`config.mk`:
```
export PLATFORM = sky130hd
export DESIGN_NAME = offset_weight_status_regs
export DESIGN_NICKNAME = d
export VERILOG_FILES = /design/src/core/offset_regs_pkg.sv /design/src/core/offset_scale.sv /design/src/core/offset_weight_status_regs.sv
export VERILOG_INCLUDE_DIRS = /design/src /design/src/core
export SDC_FILE = /design/constraint.sdc
export NUM_CORES = 1
export LEC_CHECK = 0
export ABC_CLOCK_PERIOD_IN_PS = 2550
export BUFFER_PORTS_ARGS = -buffer_cell sky130_fd_sc_hd__buf_2
export CAP_MARGIN = 10
export CORE_MARGIN = 3
export CORE_UTILIZATION = 60
export CTS_BUF_LIST = sky130_fd_sc_hd__clkbuf_4
export CTS_CLUSTER_DIAMETER = 120
export DETAILED_ROUTE_END_ITERATION = 8
export HOLD_SLACK_MARGIN = 0.05
export PLACE_DENSITY = 0.82
export REMOVE_ABC_BUFFERS = 1
export SYNTH_ARGS = -nofsm -noshare
export SYNTH_HDL_FRONTEND = slang
export SYNTH_SLANG_ARGS = --single-unit
```
`constraint.sdc`:
```
create_clock -name sys_clk_in -period 2.55 [get_ports sys_clk_in]
set_clock_uncertainty 0.05 [all_clocks]
set_input_delay 0.6375 -clock sys_clk_in [delete_from_list [all_inputs] [get_ports sys_clk_in]]
set_output_delay 0.6375 -clock sys_clk_in [all_outputs]
set_load 0.005 [all_outputs]
```
`src/core/offset_regs_defs.svh`:
```
// offset, weight, status and identifier register constants
`ifndef OFFSET_REGS_DEFS_SVH
`define OFFSET_REGS_DEFS_SVH
`define ADDR_W            9
`define DATA_W            8
`define ADDR_CH5_OFFSET   9'h0a3
`define ADDR_CH6_OFFSET   9'h0a4
`define ADDR_CH7_OFFSET   9'h0a5
`define ADDR_WEIGHT       9'h0a7
`define ADDR_CAL_STAT     9'h0c0
`define ADDR_PLL_STAT     9'h0d1
`define ADDR_ID_LOW       9'h15c
`define ADDR_ID_HIGH      9'h15d
`define ADDR_IRQ_STAT     9'h1e0
`define ADDR_IRQ_MASK     9'h1e1
`define RST_OFFSET        8'h00
`define RST_WEIGHT        8'h47
`define RST_MASK          8'h00
`define WEIGHT_LSB        3
`define WEIGHT_MSB        4
`define CAL_DONE_BIT      7
`define PLL_CAL_BIT       5
`define PLL_LOW_BIT       2
`define PLL_HIGH_BIT      1
`define PLL_FACTORY_MASK  8'hd9
`define CAL_FACTORY_MASK  8'h7f
`define IRQ_CAL_BIT       0
`define IRQ_PLL_CAL_BIT   1
`define IRQ_PLL_LOW_BIT   2
`define IRQ_PLL_HIGH_BIT  3
`define CAL_EXP           27
`define OFFSET_OUT_W      12
`endif

```
`src/core/offset_regs_pkg.sv`:
```
// types for the offset weight and status register group
package offset_regs_pkg;
  typedef logic [7:0] byte_t;
  typedef enum logic [3:0] {
    W_QUARTER = 4'h1,
    W_HALF    = 4'h2,
    W_ONE     = 4'h4,
    W_TWO     = 4'h8
  } weight_e;
endpackage : offset_regs_pkg

```
`src/core/offset_scale.sv`:
```
// scales one signed offset code by the shared weight, in quarter lsb units
`include "offset_regs_defs.svh"
module offset_scale
  import offset_regs_pkg::*;
(
  // clock and reset
  input  wire logic                        sys_clk_in,
  input  wire logic                        rst_b_in,
  // code and weight
  input  wire offset_regs_pkg::byte_t      code_in,
  input  wire logic [1:0]                  weight_in,
  // scaled result
  output logic signed [`OFFSET_OUT_W-1:0]  scaled_out
);
  logic signed [`OFFSET_OUT_W-1:0] wide_code;

  assign wide_code = `OFFSET_OUT_W'(signed'(code_in));

  always_ff @(posedge sys_clk_in or negedge rst_b_in) begin
    if (!rst_b_in) begin
      scaled_out <= '0;
    end else begin
      scaled_out <= wide_code <<< weight_in;
    end
  end
endmodule : offset_scale

```
`src/core/offset_weight_status_regs.sv`:
```
// offset, weight, calibration status, pll status and identifier registers
`include "offset_regs_defs.svh"
module offset_weight_status_regs
  import offset_regs_pkg::*;
#(
  parameter int unsigned CAL_CYCLES = (1 << `CAL_EXP),
  parameter logic [15:0] DEVICE_ID  = 16'h5aa5 // arbitrary value
) (
  // clock and reset
  input  wire logic                        sys_clk_in,
  input  wire logic                        rst_b_in,
  // register port
  input  wire logic [`ADDR_W-1:0]          addr_in,
  input  wire offset_regs_pkg::byte_t      wdata_in,
  input  wire logic                        wr_in,
  input  wire logic                        rd_in,
  output offset_regs_pkg::byte_t           rdata_out,
  // status sources
  input  wire logic                        pll_cal_done_in,
  input  wire logic                        pll_drift_low_in,
  input  wire logic                        pll_drift_high_in,
  input  wire logic [4:0]                  pll_factory_in,
  // offset datapath
  output logic signed [`OFFSET_OUT_W-1:0]  ch5_offset_out,
  output logic signed [`OFFSET_OUT_W-1:0]  ch6_offset_out,
  output logic signed [`OFFSET_OUT_W-1:0]  ch7_offset_out,
  output logic [1:0]                       offset_step_scale_out,
  output offset_regs_pkg::weight_e         weight_mode_out,
  output logic                             cal_done_out,
  // interrupt
  output logic                             irq_out
);
  // elaboration check: the timer counts at most 2^27 cycles
  if (CAL_CYCLES < 2 || CAL_CYCLES > (1 << `CAL_EXP)) begin : g_bad_cal
    $error("CAL_CYCLES out of range");
  end

  byte_t channel5_offset_code_reg;
  byte_t channel6_offset_code_reg;
  byte_t channel7_offset_code_reg;
  byte_t weight_ctrl_reg;
  byte_t irq_stat_reg;
  byte_t irq_mask_reg;
  byte_t irq_set;
  byte_t pll_stat;
  byte_t cal_stat;
  byte_t rdata_next;
  logic  cal_done_reg;
  logic [`CAL_EXP:0] cal_cnt_reg;
  logic  pll_cal_q;
  logic  pll_low_q;
  logic  pll_high_q;
  logic [1:0] weight_field;
  byte_t scale_code [3];

  function automatic logic hit(input logic [`ADDR_W-1:0] a,
                               input logic [`ADDR_W-1:0] target);
    hit = (a == target);
  endfunction : hit

  function automatic weight_e decode_weight(input logic [1:0] f);
    unique case (f)
      2'b00: decode_weight = W_QUARTER;
      2'b01: decode_weight = W_HALF;
      2'b10: decode_weight = W_ONE;
      2'b11: decode_weight = W_TWO;
    endcase
  endfunction : decode_weight

  // offset code registers
  always_ff @(posedge sys_clk_in or negedge rst_b_in) begin
    if (!rst_b_in) begin
      channel5_offset_code_reg <= `RST_OFFSET;
      channel6_offset_code_reg <= `RST_OFFSET;
      channel7_offset_code_reg <= `RST_OFFSET;
    end else if (wr_in) begin
      if (hit(addr_in, `ADDR_CH5_OFFSET)) begin
        channel5_offset_code_reg <= wdata_in;
      end
      if (hit(addr_in, `ADDR_CH6_OFFSET)) begin
        channel6_offset_code_reg <= wdata_in;
      end
      if (hit(addr_in, `ADDR_CH7_OFFSET)) begin
        channel7_offset_code_reg <= wdata_in;
      end
    end
  end

  // weight control, whole byte stored as written
  always_ff @(posedge sys_clk_in or negedge rst_b_in) begin
    if (!rst_b_in) begin
      weight_ctrl_reg <= `RST_WEIGHT;
    end else if (wr_in && hit(addr_in, `ADDR_WEIGHT)) begin
      weight_ctrl_reg <= wdata_in;
    end
  end

  assign weight_field = weight_ctrl_reg[`WEIGHT_MSB:`WEIGHT_LSB];
  assign scale_code[0] = channel5_offset_code_reg;
  assign scale_code[1] = channel6_offset_code_reg;
  assign scale_code[2] = channel7_offset_code_reg;

  // one shared weight field feeds every channel scaler
  logic signed [`OFFSET_OUT_W-1:0] scaled [3];
  for (genvar g = 0; g < 3; g++) begin : g_scale
    offset_scale u_scale (
      .sys_clk_in (sys_clk_in),
      .rst_b_in   (rst_b_in),
      .code_in    (scale_code[g]),
      .weight_in  (weight_field),
      .scaled_out (scaled[g])
    );
  end

  always_ff @(posedge sys_clk_in or negedge rst_b_in) begin
    if (!rst_b_in) begin
      ch5_offset_out        <= '0;
      ch6_offset_out        <= '0;
      ch7_offset_out        <= '0;
      offset_step_scale_out <= 2'b00;
      weight_mode_out       <= W_QUARTER;
    end else begin
      ch5_offset_out        <= scaled[0];
      ch6_offset_out        <= scaled[1];
      ch7_offset_out        <= scaled[2];
      offset_step_scale_out <= weight_field;
      weight_mode_out       <= decode_weight(weight_field);
    end
  end

  // power-up calibration timer, flag sticks until reset
  always_ff @(posedge sys_clk_in or negedge rst_b_in) begin
    if (!rst_b_in) begin
      cal_cnt_reg  <= '0;
      cal_done_reg <= 1'b0;
    end else if (!cal_done_reg) begin
      cal_cnt_reg <= cal_cnt_reg + 1'b1;
      if (cal_cnt_reg == (`CAL_EXP+1)'(CAL_CYCLES - 1)) begin
        cal_done_reg <= 1'b1;
      end
    end
  end

  always_ff @(posedge sys_clk_in or negedge rst_b_in) begin
    if (!rst_b_in) begin
      cal_done_out <= 1'b0;
    end else begin
      cal_done_out <= cal_done_reg;
    end
  end

  // pll status sampling
  always_ff @(posedge sys_clk_in or negedge rst_b_in) begin
    if (!rst_b_in) begin
      pll_cal_q  <= 1'b0;
      pll_low_q  <= 1'b0;
      pll_high_q <= 1'b0;
    end else begin
      pll_cal_q  <= pll_cal_done_in;
      pll_low_q  <= pll_drift_low_in;
      pll_high_q <= pll_drift_high_in;
    end
  end

  always_comb begin
    cal_stat = '0;
    cal_stat[`CAL_DONE_BIT] = cal_done_reg;
    pll_stat = {pll_factory_in[4:3], pll_cal_q, pll_factory_in[2:1],
                pll_low_q, pll_high_q, pll_factory_in[0]};
  end

  // interrupt status, set wins over write-one clear
  always_comb begin
    irq_set = '0;
    irq_set[`IRQ_CAL_BIT]      = cal_done_reg & ~cal_done_out;
    irq_set[`IRQ_PLL_CAL_BIT]  = pll_cal_done_in & ~pll_cal_q;
    irq_set[`IRQ_PLL_LOW_BIT]  = pll_drift_low_in & ~pll_low_q;
    irq_set[`IRQ_PLL_HIGH_BIT] = pll_drift_high_in & ~pll_high_q;
  end

  always_ff @(posedge sys_clk_in or negedge rst_b_in) begin
    if (!rst_b_in) begin
      irq_stat_reg <= '0;
    end else if (wr_in && hit(addr_in, `ADDR_IRQ_STAT)) begin
      irq_stat_reg <= (irq_stat_reg & ~wdata_in) | irq_set;
    end else begin
      irq_stat_reg <= irq_stat_reg | irq_set;
    end
  end

  always_ff @(posedge sys_clk_in or negedge rst_b_in) begin
    if (!rst_b_in) begin
      irq_mask_reg <= `RST_MASK;
    end else if (wr_in && hit(addr_in, `ADDR_IRQ_MASK)) begin
      irq_mask_reg <= wdata_in;
    end
  end

  always_ff @(posedge sys_clk_in or negedge rst_b_in) begin
    if (!rst_b_in) begin
      irq_out <= 1'b0;
    end else begin
      irq_out <= |(irq_stat_reg & irq_mask_reg);
    end
  end

  // read mux, reads have no side effect
  always_comb begin
    unique case (addr_in)
      `ADDR_CH5_OFFSET: rdata_next = channel5_offset_code_reg;
      `ADDR_CH6_OFFSET: rdata_next = channel6_offset_code_reg;
      `ADDR_CH7_OFFSET: rdata_next = channel7_offset_code_reg;
      `ADDR_WEIGHT:     rdata_next = weight_ctrl_reg;
      `ADDR_CAL_STAT:   rdata_next = cal_stat;
      `ADDR_PLL_STAT:   rdata_next = pll_stat;
      `ADDR_ID_LOW:     rdata_next = DEVICE_ID[7:0];
      `ADDR_ID_HIGH:    rdata_next = DEVICE_ID[15:8];
      `ADDR_IRQ_STAT:   rdata_next = irq_stat_reg;
      `ADDR_IRQ_MASK:   rdata_next = irq_mask_reg;
      default:          rdata_next = '0;
    endcase
  end

  always_ff @(posedge sys_clk_in or negedge rst_b_in) begin
    if (!rst_b_in) begin
      rdata_out <= '0;
    end else if (rd_in) begin
      rdata_out <= rdata_next;
    end else begin
      rdata_out <= '0;
    end
  end

  // checks
  logic signed [`OFFSET_OUT_W-1:0] wide5;
  assign wide5 = `OFFSET_OUT_W'(signed'(channel5_offset_code_reg));

  chk_offset_write_lands: assert property (@(posedge sys_clk_in) disable iff (!rst_b_in)
    wr_in && addr_in == `ADDR_CH5_OFFSET |=> channel5_offset_code_reg == $past(wdata_in))
    else $error("channel 5 offset write lost");
  chk_ch6_write_lands: assert property (@(posedge sys_clk_in) disable iff (!rst_b_in)
    wr_in && addr_in == `ADDR_CH6_OFFSET |=> channel6_offset_code_reg == $past(wdata_in))
    else $error("channel 6 offset write lost");
  chk_ch7_read_back: assert property (@(posedge sys_clk_in) disable iff (!rst_b_in)
    rd_in && addr_in == `ADDR_CH7_OFFSET && !$past(wr_in)
    |=> rdata_out == channel7_offset_code_reg)
    else $error("channel 7 offset readback wrong");
  chk_scale_applied: assert property (@(posedge sys_clk_in) disable iff (!rst_b_in)
    $stable(weight_field) && $stable(channel5_offset_code_reg) ##1
    $stable(weight_field) && $stable(channel5_offset_code_reg)
    |=> ch5_offset_out == ($past(wide5, 2) <<< $past(weight_field, 2)))
    else $error("channel 5 scaled offset wrong");
  chk_weight_decode: assert property (@(posedge sys_clk_in) disable iff (!rst_b_in)
    weight_field == 2'b11 |=> weight_mode_out == W_TWO)
    else $error("weight decode wrong");
  chk_cal_sticky: assert property (@(posedge sys_clk_in) disable iff (!rst_b_in)
    cal_done_reg |=> cal_done_reg [*2])
    else $error("calibration flag dropped");
  chk_cal_status_bits: assert property (@(posedge sys_clk_in) disable iff (!rst_b_in)
    rd_in && addr_in == `ADDR_CAL_STAT
    |=> rdata_out == {$past(cal_done_reg), 7'h00})
    else $error("calibration status read wrong");
  chk_cal_bound: assert property (@(posedge sys_clk_in) disable iff (!rst_b_in)
    !cal_done_reg |-> cal_cnt_reg < (`CAL_EXP+1)'(CAL_CYCLES))
    else $error("calibration overran");
  chk_pll_low_read: assert property (@(posedge sys_clk_in) disable iff (!rst_b_in)
    rd_in && addr_in == `ADDR_PLL_STAT
    |=> rdata_out[`PLL_LOW_BIT] == $past(pll_low_q)
        && rdata_out[`PLL_HIGH_BIT] == $past(pll_high_q))
    else $error("pll drift bits wrong");
  chk_id_read: assert property (@(posedge sys_clk_in) disable iff (!rst_b_in)
    rd_in && addr_in == `ADDR_ID_HIGH |=> rdata_out == DEVICE_ID[15:8])
    else $error("identifier high byte wrong");

  cov_weight_two: cover property (@(posedge sys_clk_in) disable iff (!rst_b_in)
    wr_in && addr_in == `ADDR_WEIGHT && wdata_in[`WEIGHT_MSB:`WEIGHT_LSB] == 2'b11);
  cov_cal_done: cover property (@(posedge sys_clk_in) disable iff (!rst_b_in)
    $rose(cal_done_reg));
  cov_irq: cover property (@(posedge sys_clk_in) disable iff (!rst_b_in) $rose(irq_out));
  cov_neg_offset: cover property (@(posedge sys_clk_in) disable iff (!rst_b_in)
    ch6_offset_out < 0);
endmodule : offset_weight_status_regs

```
; Yosys cells after proc, flatten, opt, wreduce, memory -nomap -nowiden
; Index checks and enable logic that the tools add are counted.
[totals]
regBits = 168
input_bits = 29
out_inout_bits = 52
wordCells = 67
[op_classes]
addsub = 1
n_eq_ne = 14
shift = 3
muxes = 6
n_bitwise = 13
n_reduce_logical = 8
[ops]
columns = operator, count
row1 = one-hot mux 8 bit (10 select lines), 1
row2 = "equality test 9 x 8 -> 1 bit, second input constant", 6
row3 = "equality test 9 bit, second input constant", 4
row4 = <<< shifter 8 x 2 -> 12 bit, 3
row5 = "adder 28 x 1 -> 28 bit, second input constant", 1
row6 = "equality test 28 x 27 -> 1 bit, second input constant", 1
row7 = AND 8 bit, 2
row8 = two-way mux 8 bit, 2
row9 = bitwise OR 8 x 4 -> 8 bit, 2
row10 = one-hot mux 4 bit (4 select lines), 1
row11 = NOT 8 bit, 1
row12 = OR reduction 8 bit, 1
row13 = AND reduction 2 bit, 3
row14 = AND 1 bit, 4
row15 = "equality test 2 bit, second input constant", 2
row16 = NOT 1 bit, 4
row17 = logical AND 1 bit, 3
row18 = "equality test 2 x 1 -> 1 bit, second input constant", 1
row19 = logical NOT 2 bit, 1
row20 = two-way mux 1 bit, 2

; Depth between registers and ports, before layout
; Gate-level depths: netlist (run 1).
[logic_depth]
ltp_word = 4
mapped_depth = 7
ltp_nobuf = 6

; By module
; From an unflattened synthesis (run 1), not the netlist that was laid out.
[hier_totals]
hier_cells = 487
hier_area_um2 = 6677.7
[by_module_without_submodules]
columns = module, instances, cells_each, area_each_um2, seq_area_each_um2
row1 = offset_weight_status_regs, 1, 385, 5236.3, 3309.4
row2 = offset_scale, 3, 34, 480.5, 275.3

; Worst setup path before layout (run 1)
; No wires, ideal clock.
[synth_timing]
kind = input -> register
from = input port addr_in[8]
to = register channel6_offset_code_reg[0]
setup_ns = 0.125
arrival_time_ns = 2.227
required_ns = 2.375
setup_slack_ns = 0.148
cell_stages = 5
path_buffers = 0
path_cell_list = or3b_1 nor4b_4 nand3_2 nor3_4 mux2_2
[synth_via]
elab_chain_len = 2
[synth_rtl]
columns = element, line
row1 = start: declaration, offset_weight_status_regs.sv:13  ; input wire logic [`ADDR_W-1:0] addr_in,
row2 = equality test 9 x 8 -> 1 bit, offset_weight_status_regs.sv:58  ; hit = (a == target);
row3 = AND reduction 2 bit (no line), -
row4 = end signal: assignment, offset_weight_status_regs.sv:74  ; channel6_offset_code_reg <= `RST_OFFSET;
row5 = end signal: assignment, offset_weight_status_regs.sv:81  ; channel6_offset_code_reg <= wdata_in;
row6 = end: declaration, offset_weight_status_regs.sv:39  ; byte_t channel6_offset_code_reg;
; No other way between the ends.
; A chain may end at the register's enable or synchronous reset.

; Worst setup path after layout (run 1)
[layout_timing]
from = input port addr_in[8]
to = register channel6_offset_code_reg[7]
; Same word-level chain as after synthesis.

==> results of run 1 <==
==> cells in the mapped netlist, types with 2 or more instances <==
cell	count	area share
xnor2_1	21	0.028
a31oi_1	8	0.0076
and4b_1	2	0.0031
a22oi_1	12	0.014
dfrtp_1	157	0.60
and3_1	7	0.0067
o21ai_0	13	0.0099
a21boi_0	4	0.0046
and2_1	5	0.0048
nand2_1	40	0.023
xor2_1	7	0.0094
buf_1	6	0.0034
a22o_1	3	0.0040
mux2i_1	17	0.026
and4_1	2	0.0027
a211oi_1	4	0.0046
nor3_1	7	0.0054
clkbuf_1	13	0.0075
inv_1	7	0.0040
mux4_2	12	0.041
nand3_1	12	0.0092
nor4b_1	2	0.0027
nand2b_1	2	0.0019
a21oi_1	12	0.0092
nor2b_1	7	0.0067
mux2_2	52	0.090
nor2_1	16	0.0092
nor2_2	2	0.0019
nand4_1	7	0.0067
buf_4	3	0.0034
dfstp_2	5	0.020
==> logic make-up (layout without fill, tap and decap cells) <==
| kind of cell | Yosys count | after routing | share of synthesized area |
|---|---|---|---|
| flip-flops | 162 | 162 | 0.621 |
| AND/OR/NAND/NOR | 123 | 123 | 0.103 |
| multiplexers | 81 | 81 | 0.157 |
| AO/OA/AOI/OAI | 61 | 61 | 0.0606 |
| buffers and inverters | 30 | 144 | 0.0191 |
| XOR/XNOR | 28 | 28 | 0.0375 |
| adder cells (fa/ha/maj) | 1 | 1 | 0.00191 |
| other | 0 | 1 | 0 |
==> area by class of cell <==
type	count	area, µm²
antenna	1	2.50
clock buffer	22	165
clock inverter	10	138
fill	721	2910
inverter	7	26.3
multi-input combinational	294	2360
sequential	162	4060
tap	136	170
timing repair buffer	105	634
==> power breakdown <==
group	switching [mW]	leakage [nW]	internal [mW]
clock	0.830	0.164	0.733
combinational	0.149	1.37	0.0983
sequential	0.0347	2.19	2.63
==> worst reg2reg max path, stage by stage (launching register included) <==
cell and delay, ns:
dfrtp_1 0.44, nand4_1 0.29, or3_1 0.50, nor3_1 0.26, nand2_1 0.12, xnor2_1 0.14
==> routing by layer <==
| metal | routed length, µm | global-route usage |
|---|---|---|
| met2 | 6810 | 0.375 |
| met4 | 361 | 0.0961 |
| met3 | 868 | 0.0658 |
| met5 | 0 | 0 |
| met1 | 5770 | 0.314 |
==> worst min-delay path by stage <==
stage                                               startpoint                     endpoint  slack [ns]  depth (start not counted)
CTS                                          pll_drift_high_in         pll_high_q$_DFF_PN0_        0.13                          1
floorplan           g_scale[0].u_scale.scaled_out[0]$_DFF_PN0_  ch5_offset_out[0]$_DFF_PN0_        0.28                          0
global route                                 pll_drift_high_in         pll_high_q$_DFF_PN0_        0.11                          1
detailed placement  g_scale[0].u_scale.scaled_out[1]$_DFF_PN0_  ch5_offset_out[1]$_DFF_PN0_        0.28                          0
finish                                         pll_cal_done_in          pll_cal_q$_DFF_PN0_        0.16                          1
global placement    g_scale[1].u_scale.scaled_out[2]$_DFF_PN0_  ch6_offset_out[2]$_DFF_PN0_        0.28                          0
==> stage by stage <==
step	util	total power, mW	hold WS, ns	instances	setup slack [ns]
floorplan	-	2.78	0.281	463	0.156
global placement	0.692	2.95	0.283	703	0.0423
detailed placement	0.692	2.96	0.285	703	-0.00789
CTS	0.722	4.49	0.128	736	0.567
global route	0.722	4.64	0.114	737	0.499
finish	0.722	4.47	0.160	737	0.531
==> results.toml, run 1 <==
[status]
outcome = "finished clean"

[detailed_routing]
drt_iter0_drc = 372
via_count = 4300
routed_wl_um = 13800
first_pass_iters = 5
drc = 0
via_per_inst = 5.83
ant_nets = 0
wl_per_cell_um = 18.7

[place]
portBuffers = 80
gp_congestion = 0.930
dpl_cell_area_mm2 = 0.00724
place.detailed.hpwl_um = 9710

[timing]
tns_ns = 0
setup_violations = 0
worst_pin_slew_ns = 0.466
max_freq_mhz = 495
period_minus_slack_ns = 2.02
report.final.slew_viol_count = 0
rsz0062_at_grt = "false"
slew_headroom = 0.688
hold_viol = 0
timing.final.crit_share = 0.792

[die]
num_io_pins = 81
initial_utilization = 0.625
rows = 37
die_w_um = 110
die_h_um = 110
die_area_mm2 = 0.0122
coreArea_mm2 = 0.0105

[global_routing]
grt_first_pass_wirelength_um = 22900
grt.overflow.total = 0
track_usage = 0.237
grt_antenna_before_repair = 1
grt_pass1_vias = 4441
grt_max_degree = 76

[cts]
cts_resized = 0
cts_buffer_depth = 2
ctsHtreeMaxLevel = 4
cts_tree = "done"
clk_latency_ns = 0.54
postCtsSetupBuffers = 0
cts.sinks = 162
cts_buffers = 17
ctsRootBufferMaster = "clkbuf_4"
cts.clk_slew.worst_paths_ns = 0.13
cts_hold_buf = 1

[worst_setup_path]
crit_start = "addr_in[8]"
r2r-start = "cal_cnt_reg[3]$_DFFE_PN0N_"
slowest_stage = "or3b_1"
cp-endpoint = "channel6_offset_code_reg[7]$_DFFE_PN0P_"
crit_chain = "buf_2 -> or3b_1 -> nor4b_4 -> buf_4 -> nand3_2 -> nor3_4 -> buf_12 -> mux2_2"
reg2reg_to = "cal_cnt_reg[23]$_DFFE_PN0N_"
path_class = "in2reg"
cp-start-kind = "primary input"
ff2ff_setup_slack_ns = 0.65
worstPathMaxFanout = 8
cpPeakStageDelay_ns = 0.44
cp.depth = 8
critPathBufInv = 3
rr_worst_depth = 5
cpLargestDelayFamily = "simple AND/OR/NAND/NOR gates"
arrival_ns = 2.39
cp.required_ns = 2.92
crit_path_end_kind = "register"

[finish]
area_delta_synth_final_pct = 15.5
fin_area_mm2 = 0.00755
layout_common_cells = "dfrtp_1 (157), buf_2 (79), mux2_2 (52)"
largest_reg_flops = 33
fin_nets = 617
drive_gt1_frac = 0.353
final_common_cell = "dfrtp_1"

[power]
power.density_mw_per_mm2 = 592
vdd_drop_max_mv = 0.401
p_leak_nw = 3.72

[synth]
ys_seq_elements = 162
ys_seq_area_frac = 0.621
ys_warn_count = 0
synthFlopType = "dfrtp_1"
synth_cell_types = 50
syn_inst = 486
avgSynthCellArea_um2 = 13.5
async_flop_share = 1.00
syn_area_mm2 = 0.00654
synth_edf_count = 0

[run]
drv_cap = 0

[hold_path]
hold_class = "in2reg"
Note: power is estimated with default switching activity, not from simulation.
==> run 2: changes to the inputs <==
- ABC_CLOCK_PERIOD_IN_PS: 2550 -> 1800
- CORE_UTILIZATION: 60 -> 54
- PLACE_DENSITY: 0.82 -> 0.78
- clock period: 2.55 -> 1.8 ns (I/O delays scaled with it)
==> run 2 against run 1 <==
  * Cell count is 4.5% higher
  * First-iteration DRC count fell by 16%
  * Non-clock buffer count up 28
  * Final area is 4.7% higher
  * Sequential power grew 42%
  * Core utilization decreased by 4.1 points
  * Flip-flop and latch count is the same
  * Via count grew 3.0%
  * Clock power rose by 69%
  * Clock-buffer cell count shrank 5
==> results.toml, run 2 (synthesized netlist as in run 1, its figures left out) <==
[timing]
slew_headroom = 0.707
setup_violations = 0
max_freq_mhz = 572
timing.final.crit_share = 0.972
report.final.slew_viol_count = 0
period_minus_slack_ns = 1.75
hold_viol = 0
rsz0062_at_grt = "true"
worst_pin_slew_ns = 0.435

[worst_setup_path]
slowest_stage = "or3b_1"
crit_path_end_kind = "register"
cp-start-kind = "primary input"
path_class = "in2reg"
cpLargestDelayFamily = "simple AND/OR/NAND/NOR gates"
cp.required_ns = 2.21
worstPathMaxFanout = 8
critPathBufInv = 2
arrival_ns = 2.16
crit_chain = "buf_2 -> or3b_1 -> nor4b_4 -> nand3_2 -> nor3_4 -> buf_12 -> mux2_2"
cpPeakStageDelay_ns = 0.44

[die]
num_io_pins = 81
die_h_um = 116
die_w_um = 116
coreArea_mm2 = 0.0116
rows = 39
initial_utilization = 0.563
die_area_mm2 = 0.0135

[place]
gp_congestion = 0.883
place.detailed.hpwl_um = 10300
dpl_cell_area_mm2 = 0.00747
portBuffers = 80

[power]
power.density_mw_per_mm2 = 858
power_mw = 6.79
pwr-share-seq = 0.555
power.share.combinational = 0.058
power_switching_mw = 1.53
p_leak_nw = 3.89
clock_power_share = 0.387
p_int_mw = 5.26
swShare = 0.225
vdd_drop_max_mv = 0.531

[cts]
cts_buffers = 17
cts.sinks = 162
clk_latency_ns = 0.56
cts_buffer_depth = 2
cts_tree = "done"
ctsHtreeMaxLevel = 4
ctsRootBufferMaster = "clkbuf_4"
cts.clk_slew.worst_paths_ns = 0.13

[finish]
largest_reg_flops = 33
layout_common_cells = "dfrtp_1 (157), buf_2 (79), mux2_2 (52)"
antenna_cells = 0
final_common_cell = "dfrtp_1"
fillers = 841
fin_nets = 645
area_delta_synth_final_pct = 20.9
fin_area_mm2 = 0.00791
drive_gt1_frac = 0.378

[status]
outcome = "finished clean"

[run]
drv_cap = 0

[detailed_routing]
ant_nets = 0
routed_wl_um = 14400
via_count = 4427
via_per_inst = 5.75
wl_per_cell_um = 18.6
first_pass_iters = 5
drc = 0
drt_iter0_drc = 313

[global_routing]
grt_pass1_vias = 4474
grt_antenna_before_repair = 0
grt_max_degree = 40
grt_first_pass_wirelength_um = 23600
track_usage = 0.233
grt.overflow.total = 0

[hold_path]
hold_class = "in2reg"
==> run 2: cell count changes in the layout (fill, tap and decap cells not counted), moves of 2 or more <==
cell,before,now
buf_4,21,41
clkinv_2,3,0
clkbuf_4,22,17
bufinv_16,3,6
clkinv_1,0,2
dlygate4sd3_1,1,5
buf_12,3,7
==> run 2: cell type report <==
cell class	count	area, µm²	area share
sequential	162	4060	0.513
multi-input combinational	294	2380	0.300
timing repair buffer	133	905	0.114
clock inverter	14	236	0.0299
tap	143	179	0.0226
clock buffer	17	128	0.0161
inverter	7	26.3	0.00332
==> run 2: final timing paths <==
| kind | endpoint | depth (start not counted) | slack, ns | start |
|---|---|---|---|---|
| setup / recovery | channel6_offset_code_reg[0]$_DFFE_PN0P_ | 7 | 0.05 | addr_in[8] |
| hold / removal | irq_stat_reg[6]$_DFFE_PN0N_ | 2 | 0.12 | wdata_in[6] |
| setup reg to reg | cal_cnt_reg[25]$_DFFE_PN0N_ | 5 | 0.13 | cal_cnt_reg[4]$_DFFE_PN0N_ |
| hold reg to reg | ch6_offset_out[0]$_DFF_PN0_ | 0 | 0.31 | g_scale[1].u_scale.scaled_out[0]$_DFF_PN0_ |
| max in group asynchronous | pll_low_q$_DFF_PN0_ | 3 | 0.79 | rst_b_in |
| min in group asynchronous | cal_cnt_reg[20]$_DFFE_PN0N_ | 2 | 0.31 | rst_b_in |
==> run 2: per-layer routing <==
metal	vias up	wire length [µm]	global-route usage
met4	0	347	0.0874
li1	1990	-	-
met5	-	0	0
met3	31	1020	0.0611
met2	166	6930	0.355
met1	2240	6050	0.328
==> run 2: per-stage QoR <==
| step | TNS (ns) | instances | hold WS, ns | util | setup slack [ns] |
|---|---|---|---|---|---|
| CTS | 0 | 769 | 0.0682 | 0.679 | 0.0648 |
| detailed placement | -25.73 | 733 | 0.285 | 0.643 | -0.558 |
| global route | -0.00851 | 770 | 0.0966 | 0.681 | -0.00457 |
| global placement | -24.54 | 733 | 0.284 | 0.643 | -0.518 |
| floorplan | -15.50 | 463 | 0.104 | - | -0.406 |
| finish | 0 | 770 | 0.122 | 0.681 | 0.0506 |
==> run 2: timing repair <==
item | 4_1_cts | 5_1_grt
endpoints found under the hold margin | 84 | 0
setup endpoints to repair | 0 | 7
resized for setup | 0 | 4
buffers inserted | 0 | 1
hold buffers | 5 | 0
==> run 2: power by group through the flow <==
stage	logic (mW)	registers (mW)	clock network [mW]
after floorplan	0.105	3.84	0
after global placement	0.373	3.83	0
after detailed placement	0.386	3.84	0
after CTS	0.397	3.77	2.68
after global routing	0.431	3.78	2.83
final	0.393	3.77	2.63
